[src/hw/rssd_pkg.sv]
// shared constants, types and decode helpers of the rotate/subtract/skip datapath
// ============================================================
// Operation
// - rotate left via carry into w: carry to bit 0, bit 7 to carry
// - rotate right in memory, bit 0 into bit 7, no flag changes
// - rotate right into w only, memory kept, no flag changes
// - rotate right via carry: carry to bit 7, bit 0 to carry
// - subtract with borrow: w minus operand minus inverted carry, to w or memory
// - after any subtract carry is 0 when negative, 1 when zero or positive
// - subtracts update overflow, zero, half carry, carry, signed and wide-null flags
// - plain subtract: w minus memory or immediate, carry ignored, to w or memory
// - decrement by 1 and skip next when zero; w form keeps memory
// - increment by 1 and skip next when zero; w form keeps memory
// - skip-type instructions take two cycles; a taken skip drops the next one
// - set-all writes all ones to memory, no flag changes
// - set-bit forces one selected bit to 1, keeps others, no flag changes
// - bit test skips next when selected bit is 1, no flag changes
// - skip-if-nonzero writes byte back unchanged, skips when nonzero
// - skip-if-zero skips next when the byte equals zero
// - nibble exchange swaps bits 3..0 and 7..4, to memory or w, no flags
// - skip-if-zero writes byte back unchanged, no flags, two cycles
`default_nettype none
package rssd_pkg;
	// ============================================================
	// register map, byte addresses, one word each
	localparam logic [7:0] A_WREG = 8'h00; // working register
	localparam logic [7:0] A_MEMB = 8'h04; // addressed memory byte
	localparam logic [7:0] A_IMMB = 8'h08; // immediate operand
	localparam logic [7:0] A_STAT = 8'h0c; // status flags
	localparam logic [7:0] A_CMD = 8'h10; // opcode and bit select
	localparam logic [7:0] A_RSLT = 8'h14; // skip and busy, read only
	localparam logic [7:0] BYTE_RST = 8'h00;
	localparam logic [7:0] ALL_ONES = 8'hff;
	localparam logic [7:0] ONE = 8'h01;
	// ============================================================
	// types
	typedef struct packed {
		logic cz;
		logic sc;
		logic ov;
		logic z;
		logic ac;
		logic c;
	} rssd_flags_t;
	localparam rssd_flags_t FLAGS_RST = 6'h00;
	typedef enum logic [4:0] {
		OP_RLC_W = 5'h00, OP_RR = 5'h01, OP_RR_W = 5'h02,
		OP_RRC = 5'h03, OP_RRC_W = 5'h04, OP_SBC_MEM = 5'h05,
		OP_SBC_IMM = 5'h06, OP_SBC_TOM = 5'h07, OP_SUB_MEM = 5'h08,
		OP_SUB_IMM = 5'h09, OP_SUB_TOM = 5'h0a, OP_DSZ = 5'h0b,
		OP_DSZ_W = 5'h0c, OP_ISZ = 5'h0d, OP_ISZ_W = 5'h0e,
		OP_SET = 5'h0f, OP_SET_BIT = 5'h10, OP_SKB = 5'h11,
		OP_SK_NZ = 5'h12, OP_SK_Z = 5'h13, OP_NIB = 5'h14,
		OP_NIB_W = 5'h15
	} rssd_op_t;
	typedef struct packed {
		logic [2:0] bsel;
		rssd_op_t op;
	} rssd_cmd_t;
	localparam rssd_cmd_t CMD_RST = 8'h00;
	typedef struct packed {
		logic [7:0] w;
		logic [7:0] m;
		rssd_flags_t f;
		logic skip;
	} rssd_res_t;
	typedef enum logic [2:0] {
		ST_IDLE = 3'h1,
		ST_EXEC = 3'h2,
		ST_SECOND = 3'h4
	} rssd_state_t;
	// ============================================================
	// opcode classes
	function automatic logic is_sub(input rssd_op_t op);
		return op inside {OP_SBC_MEM, OP_SBC_IMM, OP_SBC_TOM,
			OP_SUB_MEM, OP_SUB_IMM, OP_SUB_TOM};
	endfunction : is_sub
	function automatic logic is_borrow(input rssd_op_t op);
		return op inside {OP_SBC_MEM, OP_SBC_IMM, OP_SBC_TOM};
	endfunction : is_borrow
	function automatic logic uses_imm(input rssd_op_t op);
		return op inside {OP_SBC_IMM, OP_SUB_IMM};
	endfunction : uses_imm
	function automatic logic is_skip(input rssd_op_t op);
		return op inside {OP_DSZ, OP_DSZ_W, OP_ISZ, OP_ISZ_W,
			OP_SKB, OP_SK_NZ, OP_SK_Z};
	endfunction : is_skip
endpackage : rssd_pkg
`default_nettype wire

[src/hw/rssd_alu.sv]
// combinational result and flag logic for one instruction
`default_nettype none
module rssd_alu (
	input wire rssd_pkg::rssd_cmd_t cmd_i,
	input wire logic [7:0] w_i,
	input wire logic [7:0] m_i,
	input wire logic [7:0] imm_i,
	input wire rssd_pkg::rssd_flags_t f_i,
	output rssd_pkg::rssd_res_t res_o
);
	import rssd_pkg::*;

	logic [7:0] opnd;
	logic brw;
	logic [8:0] diff;
	logic [4:0] ldiff;
	logic ovf;
	logic [7:0] dec;
	logic [7:0] inc;

	// subtract path, 9 bits so bit 8 is the borrow out
	assign opnd = uses_imm(cmd_i.op) ? imm_i : m_i;
	assign brw = is_borrow(cmd_i.op) & ~f_i.c;
	assign diff = {1'b0, w_i} - {1'b0, opnd} - {8'h00, brw};
	assign ldiff = {1'b0, w_i[3:0]} - {1'b0, opnd[3:0]} - {4'h0, brw};
	assign ovf = (w_i[7] ^ opnd[7]) & (w_i[7] ^ diff[7]);
	assign dec = m_i - ONE;
	assign inc = m_i + ONE;

	// per-opcode result; untouched fields pass through
	always_comb begin
		res_o = '{w: w_i, m: m_i, f: f_i, skip: 1'b0};
		case (cmd_i.op)
			OP_RLC_W: begin
				res_o.w = {m_i[6:0], f_i.c};
				res_o.f.c = m_i[7];
			end
			OP_RR: res_o.m = {m_i[0], m_i[7:1]};
			OP_RR_W: res_o.w = {m_i[0], m_i[7:1]};
			OP_RRC: begin
				res_o.m = {f_i.c, m_i[7:1]};
				res_o.f.c = m_i[0];
			end
			OP_RRC_W: begin
				res_o.w = {f_i.c, m_i[7:1]};
				res_o.f.c = m_i[0];
			end
			OP_SBC_MEM, OP_SBC_IMM, OP_SUB_MEM, OP_SUB_IMM: begin
				res_o.w = diff[7:0];
			end
			OP_SBC_TOM, OP_SUB_TOM: res_o.m = diff[7:0];
			OP_DSZ: begin
				res_o.m = dec;
				res_o.skip = (dec == BYTE_RST);
			end
			OP_DSZ_W: begin
				res_o.w = dec;
				res_o.skip = (dec == BYTE_RST);
			end
			OP_ISZ: begin
				res_o.m = inc;
				res_o.skip = (inc == BYTE_RST);
			end
			OP_ISZ_W: begin
				res_o.w = inc;
				res_o.skip = (inc == BYTE_RST);
			end
			OP_SET: res_o.m = ALL_ONES;
			OP_SET_BIT: res_o.m = m_i | (ONE << cmd_i.bsel);
			OP_SKB: res_o.skip = m_i[cmd_i.bsel];
			OP_SK_NZ: res_o.skip = (m_i != BYTE_RST);
			OP_SK_Z: res_o.skip = (m_i == BYTE_RST);
			OP_NIB: res_o.m = {m_i[3:0], m_i[7:4]};
			OP_NIB_W: res_o.w = {m_i[3:0], m_i[7:4]};
			default: res_o.skip = 1'b0;
		endcase
		// six subtract flags
		if (is_sub(cmd_i.op)) begin
			res_o.f.c = ~diff[8];
			res_o.f.ac = ~ldiff[4];
			res_o.f.z = (diff[7:0] == BYTE_RST);
			res_o.f.ov = ovf;
			res_o.f.sc = diff[7] ^ ovf;
			res_o.f.cz = (diff[7:0] == BYTE_RST) & (f_i.cz | ~is_borrow(cmd_i.op));
		end
	end
endmodule : rssd_alu
`default_nettype wire

[src/hw/rssd_top.sv]
// apb-reached rotate/subtract/skip datapath with skip sequencing
//
// The address map and the APB register port were decided locally.
`default_nettype none
module rssd_top (
	input wire logic clk_i,
	input wire logic rst_i,
	input wire logic psel_i,
	input wire logic penable_i,
	input wire logic pwrite_i,
	input wire logic [7:0] paddr_i,
	input wire logic [31:0] pwdata_i,
	output logic [31:0] prdata_o,
	output logic pready_o,
	output logic pslverr_o,
	output logic busy_o,
	output logic squash_o
);
	import rssd_pkg::*;

	// ============================================================
	// state
	logic [7:0] w_q;
	logic [7:0] m_q;
	logic [7:0] imm_q;
	rssd_flags_t flag_q;
	rssd_cmd_t cmd_q;
	logic skip_q;
	logic busy_q;
	logic squash_q;
	rssd_state_t state_q;
	rssd_state_t state_d;
	logic pready_q;
	logic pslverr_q;
	logic [31:0] prdata_q;
	rssd_res_t res;

	// ============================================================
	// apb decode
	logic acc_s;
	logic done_s;
	logic wr_s;
	logic mapped_s;
	logic idle_s;
	logic [31:0] rd_s;

	// first access cycle, answered one cycle later
	assign acc_s = psel_i & penable_i & ~pready_q;
	// edge where the master sees pready high
	assign done_s = psel_i & penable_i & pready_q;
	assign idle_s = (state_q == ST_IDLE);
	assign wr_s = done_s & pwrite_i & ~pslverr_q & idle_s;
	assign mapped_s = paddr_i inside {A_WREG, A_MEMB, A_IMMB, A_STAT, A_CMD, A_RSLT};

	// read mux, narrow fields in the low bits
	always_comb begin
		rd_s = 32'h0000_0000;
		case (paddr_i)
			A_WREG: rd_s = {24'h00_0000, w_q};
			A_MEMB: rd_s = {24'h00_0000, m_q};
			A_IMMB: rd_s = {24'h00_0000, imm_q};
			A_STAT: rd_s = {26'h000_0000, flag_q};
			A_CMD: rd_s = {24'h00_0000, cmd_q};
			A_RSLT: rd_s = {30'h0000_0000, busy_q, skip_q};
			default: rd_s = 32'h0000_0000;
		endcase
	end

	// one wait state on every transfer
	always_ff @(posedge clk_i) begin
		if (rst_i) begin
			pready_q <= 1'b0;
		end else begin
			pready_q <= acc_s;
		end
	end

	// error flag for unmapped addresses
	always_ff @(posedge clk_i) begin
		if (rst_i) begin
			pslverr_q <= 1'b0;
		end else begin
			pslverr_q <= acc_s & ~mapped_s;
		end
	end

	// read data captured with the answer
	always_ff @(posedge clk_i) begin
		if (rst_i) begin
			prdata_q <= 32'h0000_0000;
		end else if (acc_s) begin
			prdata_q <= pwrite_i ? 32'h0000_0000 : rd_s;
		end
	end

	// ============================================================
	// datapath
	rssd_alu u_alu (
		.cmd_i(cmd_q),
		.w_i(w_q),
		.m_i(m_q),
		.imm_i(imm_q),
		.f_i(flag_q),
		.res_o(res)
	);

	// working register: software in idle, result in exec
	always_ff @(posedge clk_i) begin
		if (rst_i) begin
			w_q <= BYTE_RST;
		end else if (state_q == ST_EXEC) begin
			w_q <= res.w;
		end else if (wr_s && paddr_i == A_WREG) begin
			w_q <= pwdata_i[7:0];
		end
	end

	// memory byte, written back on exec
	always_ff @(posedge clk_i) begin
		if (rst_i) begin
			m_q <= BYTE_RST;
		end else if (state_q == ST_EXEC) begin
			m_q <= res.m;
		end else if (wr_s && paddr_i == A_MEMB) begin
			m_q <= pwdata_i[7:0];
		end
	end

	// immediate operand
	always_ff @(posedge clk_i) begin
		if (rst_i) begin
			imm_q <= BYTE_RST;
		end else if (wr_s && paddr_i == A_IMMB) begin
			imm_q <= pwdata_i[7:0];
		end
	end

	// status flags
	always_ff @(posedge clk_i) begin
		if (rst_i) begin
			flag_q <= FLAGS_RST;
		end else if (state_q == ST_EXEC) begin
			flag_q <= res.f;
		end else if (wr_s && paddr_i == A_STAT) begin
			flag_q <= pwdata_i[5:0];
		end
	end

	// command latch, a write here starts execution
	always_ff @(posedge clk_i) begin
		if (rst_i) begin
			cmd_q <= CMD_RST;
		end else if (wr_s && paddr_i == A_CMD) begin
			cmd_q <= pwdata_i[7:0];
		end
	end

	// ============================================================
	// sequencing: exec, then a second cycle for skip types
	always_comb begin
		state_d = state_q;
		case (state_q)
			ST_IDLE: begin
				if (wr_s && paddr_i == A_CMD) begin
					state_d = ST_EXEC;
				end
			end
			ST_EXEC: state_d = is_skip(cmd_q.op) ? ST_SECOND : ST_IDLE;
			ST_SECOND: state_d = ST_IDLE;
			default: state_d = ST_IDLE;
		endcase
	end

	// state register
	always_ff @(posedge clk_i) begin
		if (rst_i) begin
			state_q <= ST_IDLE;
		end else begin
			state_q <= state_d;
		end
	end

	// busy mirrors the next state
	always_ff @(posedge clk_i) begin
		if (rst_i) begin
			busy_q <= 1'b0;
		end else begin
			busy_q <= (state_d != ST_IDLE);
		end
	end

	// skip outcome, kept until the next exec
	always_ff @(posedge clk_i) begin
		if (rst_i) begin
			skip_q <= 1'b0;
		end else if (state_q == ST_EXEC) begin
			skip_q <= res.skip;
		end
	end

	// squash the next fetch during the dummy cycle
	always_ff @(posedge clk_i) begin
		if (rst_i) begin
			squash_q <= 1'b0;
		end else begin
			squash_q <= (state_q == ST_EXEC) & is_skip(cmd_q.op) & res.skip;
		end
	end

	// outputs straight from flops
	assign prdata_o = prdata_q;
	assign pready_o = pready_q;
	assign pslverr_o = pslverr_q;
	assign busy_o = busy_q;
	assign squash_o = squash_q;

	// ============================================================
	// checks
	logic [7:0] pw_q;
	logic [7:0] pm_q;
	rssd_flags_t pf_q;
	logic [7:0] chk_opnd;
	logic [8:0] chk_diff;

	// previous-cycle copies
	always_ff @(posedge clk_i) begin
		pw_q <= w_q;
		pm_q <= m_q;
		pf_q <= flag_q;
	end

	// expected subtract from the exec-cycle values
	assign chk_opnd = uses_imm(cmd_q.op) ? imm_q : pm_q;
	assign chk_diff = {1'b0, pw_q} - {1'b0, chk_opnd} - {8'h00, is_borrow(cmd_q.op) & ~pf_q.c};
endmodule : rssd_top
`default_nettype wire

[config.mk]
export PLATFORM = sky130hd
export DESIGN_NAME = rssd_top
export DESIGN_NICKNAME = d
export VERILOG_FILES = /design/src/hw/rssd_pkg.sv /design/src/hw/rssd_alu.sv /design/src/hw/rssd_top.sv
export SDC_FILE = /design/constraint.sdc
export NUM_CORES = 1
export LEC_CHECK = 0
export BUFFER_PORTS_ARGS = -buffer_cell sky130_fd_sc_hd__buf_2
export CORE_UTILIZATION = 40
export DETAILED_ROUTE_END_ITERATION = 10
export PLACE_DENSITY = 0.62
export SLEW_MARGIN = 15
export SYNTH_ARGS = -nofsm -noshare
export SYNTH_HDL_FRONTEND = slang
export SYNTH_SLANG_ARGS = --single-unit
[constraint.sdc]
create_clock -name clk_i -period 7.72 [get_ports clk_i]
set_clock_uncertainty 0.05 [all_clocks]
set_input_delay 1.158 -clock clk_i [delete_from_list [all_inputs] [get_ports clk_i]]
set_output_delay 1.158 -clock clk_i [all_outputs]
set_load 0.05 [all_outputs]
==> flow_summary.toml <==
[setup_path]
critPathKind = "reg -> reg"
path_max_fanout = 23
critPathRequiredTime_ns = 7.83
arrival_ns = 5.32
regToRegSetupSlack_ns = 2.51
cp-end-kind = "flop"
crit_path_start_kind = "flop"

[clocking]
cts_buffers = 5
clock_path_buffers = 2
post_cts_buffers = 0
cts_max_level = 2
clk_latency_ns = 0.30
tritoncts = "built"
cts_sinks = 54
clk_pin_slew_ns = 0.07
ctsHoldBuffers = 0
cts_root_buf = "clkbuf_16"
cts_resized = 0

[grt]
antenna_found_initial = 0
first_global_vias = 5027
grt_max_degree = 42
grt_usage = 0.2741
grt.overflow.total = 0
grt_pass1_wl_microns = 28240

[drt]
wl_microns = 18160
via_count = 5561
drc = 0
wl_per_cell_microns = 21.59
viasPerCell = 6.612
drtAntennaViolNets = 0
first_pass_iters = 6
drtIter0Drc = 896

[timing]
rsz0062_at_grt = "false"
fmax_ghz = 0.1921
setup_ws_ns = 2.514
slew_viol_final = 0
hold_viol_final = 0
fin_crit_sh = 0.6743
final.setup.tns_ns = 0
tightest_slew_ns = 1.099
slew_headroom = 0.2676
finalCriticalPeriod_ns = 5.206
finalSetupViolCount = 0
timing.hold.ws_ns = 0.4452

[synth]
synth_top_family_by_area = "compound AO/OA/AOI/OAI gates"
avgSynthCellArea_sq_um = 7.693
synthMuxAreaShare = 0.09256
synth_top_area_cell = "dfxtp_1"
synth_compound_area_frac = 0.2888
synthSimpleGateAreaFrac = 0.2211
synth-main-ff-cell = "dfxtp_1"
yosysWarningCount = 0
syn-instance-count = 673
yosysUniqueCellTypes = 81
yosysSeqAreaShare = 0.2088
synth_most_common_cell = "nor2_1"
async_flop_share = 0
synthesis.area_sq_um = 5177
synth_top_cells_by_count = "nor2_1, dfxtp_1, clkbuf_1"
synth_edf_count = 0
yosysTopAreaCellShare = 0.2088
synth_xor_area_frac = 0.03214
synth_fa_ha_area_frac = 0.05123
ys_seq_elements = 54
synthTopCellsByArea = "dfxtp_1, ha_1, nor2_1"

[floorplan]
dieArea_sq_um = 13400
ioPinCount = 81
die_x_microns = 115.8
initial_utilization = 0.4103
die_h_microns = 115.8
num_rows = 41
core-area_sq_um = 12620

[place]
portBuffers = 32
place_hpwl_microns = 12840
post_dp_cell_area_sq_um = 5349
place_ws_ns = 2.738
gp_congestion = 0.9529

[run]
max_cap_violations = 0

[pwr]
leakage_nw = 2.072
finalPower_w = 0.0005556
power.density_nw_per_um2 = 101.3
ir_drop_uv = 74.15

[final_layout]
fill_cells = 1323
fin_area_sq_um = 5484
multi_input_area_sq_um = 3641
area_growth_pct = 5.921
layout.nets = 734
num_antenna_cells = 0
seq_area_sq_um = 1081
drive_above_1_share = 0.1241

[status]
status = "complete, no violations"

[min_path]
hp-class = "reg -> reg"
-- power by group --
| group | internal (W) | total [W] | switching (W) | leakage, nW |
|---|---|---|---|---|
| clock | 0.000118 | 0.000222 | 0.000105 | 0.0694 |
| combinational | 0.00000865 | 0.0000544 | 0.0000457 | 1.57 |
| sequential | 0.000279 | 0.000279 | 0.000000256 | 0.435 |
| total | 0.000405 | 0.000556 | 0.000151 | 2.07 |
-- through the flow --
| step | util | std cells |
|---|---|---|
| floorplan | - | 696 |
| global placement | 0.4239 | 834 |
| detailed placement | 0.4239 | 834 |
| CTS | 0.4346 | 841 |
| global route | 0.4346 | 841 |
| finish | 0.4346 | 841 |
-- worst max-delay path, stage by stage, from the launching register on --
cell,delay (ns)
dfxtp_1,0.32
buf_4,0.27
nor2b_1,0.58
nand2_1,0.12
a21oi_1,0.88
mux2_2,0.45
ha_1,0.29
inv_1,0.04
ha_1,0.38
a21oi_1,0.30
mux2i_1,0.24
nand4_1,0.38
o211a_1,0.37
a2111oi_0,0.40
-- final cells by class --
cell class,instances,area share
clock buffers,5,0.02282
repair buffers,47,0.04974
inverters,37,0.02533
multi-input cells,524,0.6639
clock inverters,2,0.001825
well taps,172,0.03924
flip-flops and latches,54,0.1971
-- final timing paths --
check | from | to | cells past startpoint
setup / recovery | cmd_q[3]$_SDFFE_PP0P_ | flag_q[4]$_SDFFE_PP0P_ | 13
hold / removal | prdata_o[7]$_SDFFE_PP0P_ | prdata_o[7]$_SDFFE_PP0P_ | 2
setup reg to reg | cmd_q[3]$_SDFFE_PP0P_ | flag_q[4]$_SDFFE_PP0P_ | 13
hold reg to reg | prdata_o[7]$_SDFFE_PP0P_ | prdata_o[7]$_SDFFE_PP0P_ | 2
-- logic make-up after synthesis --
family | after synthesis
AO/OA/AOI/OAI | 206
XOR/XNOR | 19
adder cells (fa/ha/maj) | 20
buffers and inverters | 118
flip-flops | 54
multiplexers | 37
other | 1
AND/OR/NAND/NOR | 218
-- layer usage --
metal	track usage	up-vias	share of wire
met3	0.03452	73	0.089
met2	0.4222	367	0.44
met1	0.3792	2639	0.42
met4	0.1291	0	0.049
met5	0	-	0
li1	-	2482	-
-- layout by cell type, fill, tap and decap left out, types with 14 or more instances in the layout --
cell | netlist | layout
a21oi_1 | 33 | 33
a221oi_1 | 14 | 14
nand2_1 | 39 | 39
nor2_1 | 59 | 59
dfxtp_1 | 54 | 54
buf_2 | 7 | 32
inv_1 | 37 | 37
nor3_1 | 24 | 24
nand3_1 | 19 | 19
o21ai_0 | 32 | 32
buf_4 | 24 | 15
conb_1 | 1 | 24
ha_1 | 18 | 18
mux2i_1 | 22 | 22
-- registers in the layout (all words and copies together) (netlist names) --
| register | cells |
|---|---|
| flag_q | 6 |
| cmd_q | 8 |
| skip_q | 1 |
| m_q | 8 |
| state_q | 3 |
| pready_o | 1 |
| pslverr_o | 1 |
| imm_q | 8 |
| busy_o | 1 |
| w_q | 8 |
| squash_o | 1 |
| prdata_o | 8 |
Power figures use the tool's default switching activity.
